===== src/svwd_pkg.sv =====
// Purpose: Shared constants and types for the supervisor watchdog block.
// Assumes: core_clk at 250 MHz; bus pins already synchronous to it.
// Notes:   Short intervals are given in their own unit and converted here.
package svwd_pkg;
	localparam int unsigned CLK_MHZ = 250;
	localparam int unsigned CLK_NS = 4;
	// Nominal intervals in their printed units.
	localparam int unsigned PERIOD_10_MS = 250;
	localparam int unsigned PERIOD_01_MS = 650;
	localparam int unsigned PERIOD_00_MS = 1500;
	localparam int unsigned POWERUP_RESET_MS = 250;
	localparam int unsigned RESET_TIMEOUT_MS = 250;
	localparam int unsigned NV_WRITE_MS = 5;
	localparam int unsigned STANDBY_DELAY_NS = 200;
	localparam int unsigned GLITCH_FILTER_NS = 50;
	localparam int unsigned MISMATCH_BUS_CLOCKS = 9;
	// Cycle counts derived from the clock rate.
	localparam int unsigned CYC_PER_MS = CLK_MHZ * 1000;
	localparam int unsigned STANDBY_DELAY_CYC =
		(STANDBY_DELAY_NS + CLK_NS - 1) / CLK_NS;
	localparam int unsigned GLITCH_FILTER_CYC =
		(GLITCH_FILTER_NS + CLK_NS - 1) / CLK_NS;
	// Period selector codes.
	localparam logic [1:0] SEL_OFF = 2'h3;
	localparam logic [1:0] SEL_SHORT = 2'h2;
	localparam logic [1:0] SEL_MID = 2'h1;
	localparam logic [1:0] SEL_LONG = 2'h0;
	localparam logic [1:0] SEL_RESET = SEL_OFF;
	// Bus pins bundled together.
	typedef struct packed {
		logic scl;
		logic sda;
	} svwd_bus_type;
endpackage


===== src/svwd_filter.sv =====
// Purpose: Glitch filter for one synchronous input.
// Assumes: Input already synchronous to core_clk.
// Notes:   Output changes only after the input holds a new level long enough.
`timescale 1ns/10ps
module svwd_filter import svwd_pkg::*; #(
	parameter int unsigned WIDTH_CYC = GLITCH_FILTER_CYC,
	parameter logic        INIT      = 1'b1
) (
	// Clock and reset
	input  wire logic core_clk,
	input  wire logic rst,
	// Data
	input  wire logic din,
	output logic      dout
);
	localparam int unsigned CW = $clog2(WIDTH_CYC + 1);
	logic [CW-1:0] count;

	// A zero width would let every glitch through, so refuse it at build.
	if (WIDTH_CYC < 1) begin
		$error("filter width must be at least one cycle");
	end

	always_ff @(posedge core_clk or posedge rst) begin
		if (rst) begin
			count <= '0;
			dout <= INIT;
		end else if (din == dout) begin
			count <= '0;
		end else if (count == CW'(WIDTH_CYC)) begin
			count <= '0;
			dout <= din;
		end else begin
			count <= count + CW'(1);
		end
	end
endmodule


===== src/svwd_top.sv =====
// Purpose: Watchdog, power-up reset and power-state tracking of a supervisor.
// Assumes: Host is a two-wire bus master; SDA is open drain on the board.
// Notes:   Memory array and bus data path lie outside; this tracks states only.
`timescale 1ns/10ps
// Functional notes
// - Selector 11 disables; 10, 01, 00 choose 250 ms, 650 ms, 1.5 s.
// - Reset output held for power-up interval, nominally 250 ms, then freed.
// - All inputs ignored while the reset output is asserted.
// - Start wakes device; wrong device select returns standby nine clocks on.
// - Stop not launching a write returns to standby 200 ns later.
// - Write-ending stop runs a 5 ms self-timed write, active throughout.
// - Input pulses under 50 ns are suppressed by filtering.
// - Reset output refuses bus traffic and abandons a transaction.
module svwd_top import svwd_pkg::*; #(
	parameter int unsigned POWERUP_CYC = POWERUP_RESET_MS * CYC_PER_MS,
	parameter int unsigned RESET_CYC   = RESET_TIMEOUT_MS * CYC_PER_MS,
	parameter int unsigned WRITE_CYC   = NV_WRITE_MS * CYC_PER_MS,
	parameter int unsigned SHORT_CYC   = PERIOD_10_MS * CYC_PER_MS,
	parameter int unsigned MID_CYC     = PERIOD_01_MS * CYC_PER_MS,
	parameter int unsigned LONG_CYC    = PERIOD_00_MS * CYC_PER_MS,
	parameter logic [3:0]  DEV_TYPE    = 4'hA
) (
	// Clock and reset
	input  wire logic         core_clk,
	input  wire logic         rst,
	// Two-wire bus pins and device address strap
	input  wire svwd_bus_type bus_in,
	input  wire logic [1:0]   dev_addr,
	output logic              sda_out,
	output logic              sda_oe,
	// Transaction events from the bus data path
	input  wire logic         write_stop,
	input  wire logic         sel_write,
	input  wire logic [1:0]   sel_value,
	input  wire logic         unlock_step,
	input  wire logic         wd_restart,
	// Supervisor outputs
	output logic              reset_out,
	output logic              active,
	output logic              nv_busy,
	output logic [1:0]        period_sel
);
	typedef enum logic [2:0] {
		ST_STANDBY, ST_ADDR, ST_XFER, ST_LINGER, ST_NVWRITE
	} svwd_state_type;

	localparam int unsigned TW = 32;

	svwd_state_type state;
	logic           scl_f;
	logic           sda_f;
	logic           scl_d;
	logic           sda_d;
	logic           start_ev;
	logic           stop_ev;
	logic           scl_rise;
	logic [3:0]     bit_cnt;
	logic [7:0]     addr_sh;
	logic [TW-1:0]  rst_cnt;
	logic [TW-1:0]  wd_cnt;
	logic [TW-1:0]  st_cnt;
	logic [TW-1:0]  period_cyc;
	logic [1:0]     unlock_cnt;
	logic           powerup_done;

	if (SHORT_CYC == 0 || MID_CYC == 0 || LONG_CYC == 0 ||
		RESET_CYC == 0 || POWERUP_CYC == 0 || WRITE_CYC == 0) begin
		$error("all interval counts must be nonzero");
	end

	// Both bus lines pass the glitch filter before any decoding.
	svwd_filter #(.WIDTH_CYC(GLITCH_FILTER_CYC), .INIT(1'b1)) u_scl (
		.core_clk (core_clk),
		.rst      (rst),
		.din      (bus_in.scl),
		.dout     (scl_f)
	);
	svwd_filter #(.WIDTH_CYC(GLITCH_FILTER_CYC), .INIT(1'b1)) u_sda (
		.core_clk (core_clk),
		.rst      (rst),
		.din      (bus_in.sda),
		.dout     (sda_f)
	);

	always_ff @(posedge core_clk or posedge rst) begin
		if (rst) begin
			scl_d <= 1'b1;
			sda_d <= 1'b1;
		end else begin
			scl_d <= scl_f;
			sda_d <= sda_f;
		end
	end

	// Bus events are masked while reset is driven out.
	assign start_ev = !reset_out && scl_f && scl_d && sda_d && !sda_f;
	assign stop_ev  = !reset_out && scl_f && scl_d && !sda_d && sda_f;
	assign scl_rise = !reset_out && scl_f && !scl_d;

	// Reset generator: power-up interval, then one timeout per expiry.
	always_ff @(posedge core_clk or posedge rst) begin
		if (rst) begin
			reset_out <= 1'b1;
			rst_cnt <= '0;
			powerup_done <= 1'b0;
		end else if (reset_out) begin
			if (rst_cnt >= (powerup_done ? TW'(RESET_CYC) - TW'(1)
				: TW'(POWERUP_CYC) - TW'(1))) begin
				reset_out <= 1'b0;
				powerup_done <= 1'b1;
				rst_cnt <= '0;
			end else begin
				rst_cnt <= rst_cnt + TW'(1);
			end
		end else if (period_sel != SEL_OFF &&
			wd_cnt >= period_cyc - TW'(1)) begin
			reset_out <= 1'b1;
			rst_cnt <= '0;
		end
	end

	always_comb begin
		case (period_sel)
			SEL_SHORT: period_cyc = TW'(SHORT_CYC);
			SEL_MID:   period_cyc = TW'(MID_CYC);
			SEL_LONG:  period_cyc = TW'(LONG_CYC);
			default:   period_cyc = '0;
		endcase
	end

	// Watchdog counter restarts on host activity and after each reset.
	always_ff @(posedge core_clk or posedge rst) begin
		if (rst) begin
			wd_cnt <= '0;
		end else if (reset_out || wd_restart || period_sel == SEL_OFF) begin
			wd_cnt <= '0;
		end else begin
			wd_cnt <= wd_cnt + TW'(1);
		end
	end

	// Selector write needs three unlock steps first.
	always_ff @(posedge core_clk or posedge rst) begin
		if (rst) begin
			period_sel <= SEL_RESET;
			unlock_cnt <= '0;
		end else if (reset_out) begin
			unlock_cnt <= '0;
		end else if (sel_write) begin
			if (unlock_cnt == 2'h3) begin
				period_sel <= sel_value;
			end
			unlock_cnt <= '0;
		end else if (unlock_step && unlock_cnt != 2'h3) begin
			unlock_cnt <= unlock_cnt + 2'h1;
		end
	end

	// Power-state machine.
	always_ff @(posedge core_clk or posedge rst) begin
		if (rst) begin
			state <= ST_STANDBY;
			bit_cnt <= '0;
			addr_sh <= '0;
			st_cnt <= '0;
		end else if (reset_out) begin
			state <= ST_STANDBY;
			bit_cnt <= '0;
			st_cnt <= '0;
		end else begin
			case (state)
				ST_NVWRITE: begin
					if (st_cnt >= TW'(WRITE_CYC) - TW'(1)) begin
						state <= ST_STANDBY;
						st_cnt <= '0;
					end else begin
						st_cnt <= st_cnt + TW'(1);
					end
				end
				default: begin
					if (start_ev) begin
						state <= ST_ADDR;
						bit_cnt <= '0;
					end else if (stop_ev && state != ST_STANDBY) begin
						st_cnt <= '0;
						state <= write_stop ? ST_NVWRITE : ST_LINGER;
					end else if (state == ST_ADDR && scl_rise) begin
						addr_sh <= {addr_sh[6:0], sda_f};
						bit_cnt <= bit_cnt + 4'h1;
						if (bit_cnt == 4'(MISMATCH_BUS_CLOCKS - 1)) begin
							// The shifter still holds the eight address bits
							// here; the ninth rise is the acknowledge slot.
							state <= (addr_sh[7:4] == DEV_TYPE &&
								addr_sh[2:1] == dev_addr) ? ST_XFER
								: ST_STANDBY;
						end
					end else if (state == ST_LINGER) begin
						if (st_cnt >= TW'(STANDBY_DELAY_CYC) - TW'(1)) begin
							state <= ST_STANDBY;
						end else begin
							st_cnt <= st_cnt + TW'(1);
						end
					end
				end
			endcase
		end
	end

	assign active  = state != ST_STANDBY;
	assign nv_busy = state == ST_NVWRITE;
	// The device never pulls SDA here; the data path owns acknowledges.
	assign sda_out = 1'b0;
	assign sda_oe  = 1'b0;
endmodule


===== config.mk =====
export PLATFORM = sky130hd
export DESIGN_NAME = svwd_top
export DESIGN_NICKNAME = d
export VERILOG_FILES = /design/src/svwd_pkg.sv /design/src/svwd_filter.sv /design/src/svwd_top.sv
export SDC_FILE = /design/constraint.sdc
export NUM_CORES = 1
export LEC_CHECK = 0
export BUFFER_PORTS_ARGS = -buffer_cell sky130_fd_sc_hd__buf_2
export CAP_MARGIN = 10
export CELL_PAD_IN_SITES_DETAIL_PLACEMENT = 0
export CELL_PAD_IN_SITES_GLOBAL_PLACEMENT = 2
export CORE_MARGIN = 1
export CORE_UTILIZATION = 40
export CTS_CLUSTER_SIZE = 16
export DETAILED_ROUTE_END_ITERATION = 8
export GPL_ROUTABILITY_DRIVEN = 0
export HOLD_SLACK_MARGIN = 0.05
export PLACE_DENSITY_LB_ADDON = 0.1
export SLEW_MARGIN = 30
export SYNTH_ARGS = -nofsm -noshare
export SYNTH_HDL_FRONTEND = slang
export SYNTH_SLANG_ARGS = --single-unit

===== constraint.sdc =====
create_clock -name core_clk -period 9.6 [get_ports core_clk]
set_input_delay 0.48 -clock core_clk [delete_from_list [all_inputs] [get_ports core_clk]]
set_output_delay 0.48 -clock core_clk [all_outputs]
set_load 0.02 [all_outputs]

### Yosys cells after proc, flatten, opt, wreduce, memory -nomap -nowiden

Index checks and enable logic that the tools add are counted.

* flip-flop bits (word level): 128
* bits of input ports: 12
* output and inout bits: 7

* $add $sub $neg: 8
* order comparisons: 4
* equal/unequal tests: 23
* mux-type cells: 39
* bitwise operators: 6
* reductions and logical operators: 33

Operators with widths (count)
* 32-bit 2-to-1 mux: 12
* 32-bit by 1-bit adder with 32-bit output, second input constant: 3
* 29-bit case mux with 3 select lines: 1
* 4-bit 2-to-1 mux: 9
* 32-bit by 21-bit greater-or-equal comparator with 1-bit output, second input constant: 1
* 32-bit by 26-bit greater-or-equal comparator with 1-bit output, second input constant: 1
* 32-bit greater-or-equal comparator: 1
* 32-bit by 6-bit greater-or-equal comparator with 1-bit output, second input constant: 1
* 32-bit by 1-bit subtractor with 32-bit output, second input constant: 1
* 3-bit 2-to-1 mux: 10
* 4-bit == test, second input constant: 4
* 4-bit by 1-bit adder with 4-bit output, second input constant: 3
* 1-bit logical AND: 12
* 6-bit nonzero test: 2
* 3-bit nonzero test: 3
* 2-bit 2-to-1 mux: 4
* 4-bit != test, second input constant: 2
* 4-bit AND reduction: 2
* 2-bit == test, second input constant: 3
* 2-bit != test, second input constant: 3
* 3-bit != test, second input constant: 2
* 6-bit by 5-bit != test with 1-bit output, second input constant: 1
* 1-bit inverter: 6
* 3-bit AND reduction: 2
* 16 further kinds: 24

### Longest topological paths before layout

* word-level depth: 10
* depth in mapped cells: 13

### Modules after synthesis

Synthesis repeated with hierarchy kept, for this count alone.

* cells, all modules: 745
* area total of the unflattened synthesis: 7191.9 µm²

By module, submodules not included
* svwd_top: instances 1, cells each 703, area an instance 6751.5 µm², seq. area each 2959.1 µm²
* svwd_filter: instances 2, cells each 21, area an instance 220.2 µm², seq. area each 126.4 µm²

### Least setup slack after synthesis

No wires, ideal clock.

* path type: reg2reg
* start: register period_sel[0]
* end: register rst_cnt[3]
* data arrival time: 3.080 ns
* data required time: 9.476 ns
* path slack: 6.397 ns
* cell stages (with the launch flop): 13
* clock period less this slack: 3.203 ns
* cell sequence: dfstp_2 > inv_1 > ha_1 > ha_1 > nand4_1 > nor4_1 > a32oi_1 > and4_1 > buf_2 > a21o_1 > buf_2 > buf_6 > a211o_1

* cells in the longest elaborated chain, start to end: 6

Ends and longest elaborated chain
* start, declared: RTL line svwd_top.sv:41 `output logic [1:0] period_sel`
* start signal, assigned: RTL line svwd_top.sv:151 `period_sel <= sel_value;`
* 2-bit by 1-bit == test with 1-bit output (tied with other cells): RTL line svwd_top.sv:123 `case (period_sel)`
* 29-bit case mux with 3 select lines: RTL line svwd_top.sv:123
* 32-bit by 1-bit subtractor with 32-bit output: RTL line svwd_top.sv:116 `wd_cnt >= period_cyc - TW'(1)) begin`
* 32-bit greater-or-equal comparator: RTL line svwd_top.sv:116
* 1-bit logical AND *: RTL line svwd_top.sv:115 `end else if (period_sel != SEL_OFF &&`
* 2-bit nonzero test (no line) *
* end signal, assigned: RTL line svwd_top.sv:113 `rst_cnt <= rst_cnt + TW'(1);`
* end, declared: RTL line svwd_top.sv:59 `logic [TW-1:0] rst_cnt;`

Every way passes the cells marked *; elsewhere a longest branch is shown, timed or not.
A chain may end at the register's enable or synchronous reset.

### Worst setup path in the final report

* start: register period_sel[0]
* end: register rst_cnt[4]

Same word-level chain as after synthesis.

==> summary.md <==
| Metric | Value |
|---|---|
| Yosys warning total | 0 |
| Total power draw | around 1.4 mW |
| Slew HR | 0.363 |
| Critical-path top delay cell | dfstp_2 |
| CTS tree | built |
| Crit-path cells | inv_1 > ha_1 > ha_1 > nand4_1 > nor4_1 > a32oi_1 > and4_1 > a21o_1 > a211o_1 |
| Reg clk slew, reported paths | approximately 60 ps |
| CP endpoint kind | flop |
| Leak | 3.64 nW |
| Crit path kind | flop to flop |
| Post-Route Skew | 14.0 ps |
| Mapped Cells | roughly 740 |
| CP startpoint kind | flop |
| Power per cell area | between 150 and 200 nW/µm² |
| Cts bufs inserted | 17 |
| Clock root buffer | clkbuf_16 |
| Minimum clock period | about 3600 ps |
| Status | complete, no violations |
| Maximum VDD drop | 124 µV |
| Drt wl/cell | 15.8 µm |
| Nets | 805 |
| H-tree Lvls | 4 |
| RSZ-0062 raised after global routing | no |
| Die Height | 135 µm |
| Final Cell Area | 7990 µm² |
| Required @ worst endpoint | 9910 ps |
| Placed inst area | 7380 µm² |
| Synthesized area | 7130 µm² |
| Boundary Pins | 19 |
| Drc violations | 0 |
| DRT antenna net count | 0 |
| WP buf/inv | 1 |
| Grt total ovfl | 0 |
| Distinct cells, synth | 67 |
| FP Rows | 48 |
| Register bit total from synthesis | between 100 and 150 |
| Vias in the first global route | roughly 5200 |
| Area Growth Syn to Fin | 12.1% |
| Psw | between 300 and 400 µW |
| Cells after DPL | 952 |
| Via count | 5400 |
| DRT Wirelength | 15.5 mm |
| Final setup viols | 0 |
| Number of antenna violations at the first check in global routing | 0 |
| CP delay by family, top | compound AO/OA/AOI/OAI gates |
| Commonest cells post-synth | dfrtp_1, nand2_1, nor2_1 |
| Post-synth top area cell | dfrtp_1 |
| Num Clock Sinks | 128 |
| Post-Layout Cell Count | 984 |
| Asr flop ratio synth | 1.00 |
| Drt initial violations | 241 |
| GRT Resource Usage Total | 0.184 |
| Post-CTS setup buffers | 0 |
| Clk_lat worst skew | 430 ps |
| Internal | 1.01 mW |
| Fin Setup TNS | 0 ps |
| Crit Path Max Fanout | 28 |
| FF/Latch Area | 3210 µm² |
| Pre-CTS WS | 6020 ps |
| Post-synth EDFFs | 0 |
| Sequential area share after synthesis | 0.451 |
| CP arrival | 3890 ps |
| Worst-margin pin slew | 956 ps |
| Final Max Slew Viols | 0 |
| Maxcap violations | 0 |
| Most instantiated library cell after synthesis | dfrtp_1 |
| Filler cells | about 1700 |
| Proportion of layout cells with a drive suffix above 1 | 0.109 |
| Share of the synthesized area in the top cell type | 0.425 |
| Class of the worst hold path | input pin to asynchronous set/reset pin |
| Worst setup margin | 6020 ps |
| Core Region | ~17000 µm² |
| Switching share of power | 0.281 |
| Combinational power share | 0.095 |
| Final period util | 0.373 |
| Top FF cell, synth | dfrtp_1 |
| CP max stage delay | 590 ps |
| Area of the multi-input gates | ~3700 µm² |
| Register share of total power | 0.435 |
| Hpwl dp | 10.7 mm |
| Maximum root-to-sink buffer count | 2 |
| Synth area leaders | dfrtp_1, ha_1, nand2_1 |
| DR vias/cell | 5.49 |
| Number of cells upsized or downsized after cts | 0 |
| Hold-fix buffer count after cts | 0 |
| ANT cells | 0 |
| Port Buffers | 16 |
| Synth Area per Inst | 9.67 µm² |
| Largest net degree at the start of global routing | 71 |
| Die X-Extent | 135 µm |
| Final Hold Viols | 0 |
| Die area | about 18000 µm² |
| DR pass1 iterations | 4 |
| Clk network pwr share | 0.470 |
| First-pass GRT wire length | about 26 mm |
| Most used cell, CP | ha_1 |
| Starting Density | 0.411 |
| Fmax | 0.279 GHz |
[path summary, 6_finish.rpt]
check	from	to	slack [ps]	cells after the start
max reg2reg	period_sel[0]	rst_cnt[4]	6020	9
max	period_sel[0]	rst_cnt[4]	6020	9
min	rst	u_sda.count[3]	150	2
min reg2reg	u_sda.dout	sda_d	430	0
min in group core_clk	sel_write	unlock_cnt[0]	280	2
max in group asynchronous	rst	wd_cnt[26]	8200	3
[sequential cells by signal, summed over array words and instances, names as in the netlist, 2 cells and up]
signal	flops
u_sda.count	4
unlock_cnt	2
rst_cnt	32
addr_sh	8
state	3
bit_cnt	4
st_cnt	32
u_scl.count	4
wd_cnt	32
period_sel	2
[power groups by stage]
stage / Combinational (mW) / Sequential [mW] / Clock (mW)
2_1_floorplan: 0.118 / 0.603 / 0
3_3_place_gp: 0.131 / 0.620 / 0
3_5_place_dp: 0.136 / 0.623 / 0
4_1_cts: 0.136 / 0.613 / 0.686
5_1_grt: 0.152 / 0.618 / 0.703
6_report: 0.134 / 0.613 / 0.663
[worst register-to-register path: stages (launching register included)]
cell     delay (ps)
dfstp_2         590
inv_1           140
ha_1            420
ha_1            330
nand4_1         140
nor4_1          440
a32oi_1         160
and4_1          300
a21o_1          520
a211o_1         420
[metal layers]
metal | track usage | wire length [µm] | up-vias | share of wire
met2 | 0.300 | 7350 | 60 | 0.47
met4 | 0.0630 | 166 | 0 | 0.011
met3 | 0.0419 | 331 | 11 | 0.021
li1 | - | - | 2678 | -
met1 | 0.240 | 7690 | 2651 | 0.49
met5 | 0 | 0 | - | 0
[logic make-up (layout without fill, tap and decap cells)]
| logic type | count (synthesis) | in the layout | share of synthesized area |
|---|---|---|---|
| AND/OR/NAND/NOR | 332 | 332 | 0.243 |
| AO/OA/AOI/OAI | 132 | 132 | 0.130 |
| flip-flops | 128 | 128 | 0.451 |
| adder cells (fa/ha/maj) | 47 | 47 | 0.0825 |
| buffers and inverters | 46 | 67 | 0.0290 |
| XOR/XNOR | 45 | 45 | 0.0553 |
| multiplexers | 6 | 6 | 0.00930 |
| other | 1 | 2 | 0.000526 |
[final cells by class]
type / instances / area share
multi-input cells: 564 / 0.467
repair buffers: 18 / 0.0119
clock inverters: 15 / 0.0218
inverters: 17 / 0.00877
clock buffers: 17 / 0.0532
well taps: 225 / 0.0352
flip-flops and latches: 128 / 0.402
[per-stage QoR]
step	hold WS [ps]	util
6_report	153	0.460
5_1_grt	200	0.460
4_1_cts	264	0.459
3_5_place_dp	420	0.425
3_3_place_gp	420	0.425
2_1_floorplan	379	-
[cell usage in the layout, fill, tap and decap left out, drive strengths merged, types with 4 or more instances in the layout]
cell type  synthesis  routed
and4               7       7
mux2               5       5
nor3b              5       5
a221oi             4       4
o31ai              8       8
nor4              11      11
or2                5       5
o211ai             9       9
clkbuf            17      17
and3              27      27
nand4             16      16
o21ai             26      26
buf               12      18
or3               14      14
nand2             84      84
nand3             36      36
nor3              27      27
a21oi             29      29
or4                5       5
xor2              29      29
nor2b              4       4
clkinvlp           0       4
and2              24      24
a31oi              5       5
ha                47      47
a21o               5       5
nor2              59      59
a2bb2oi            5       5
a211o             14      14
dfstp              7       7
dfrtp            121     121
xnor2             16      16
inv               16      24
a22o               5       5
No activity file was read; power rests on OpenSTA's default activity.
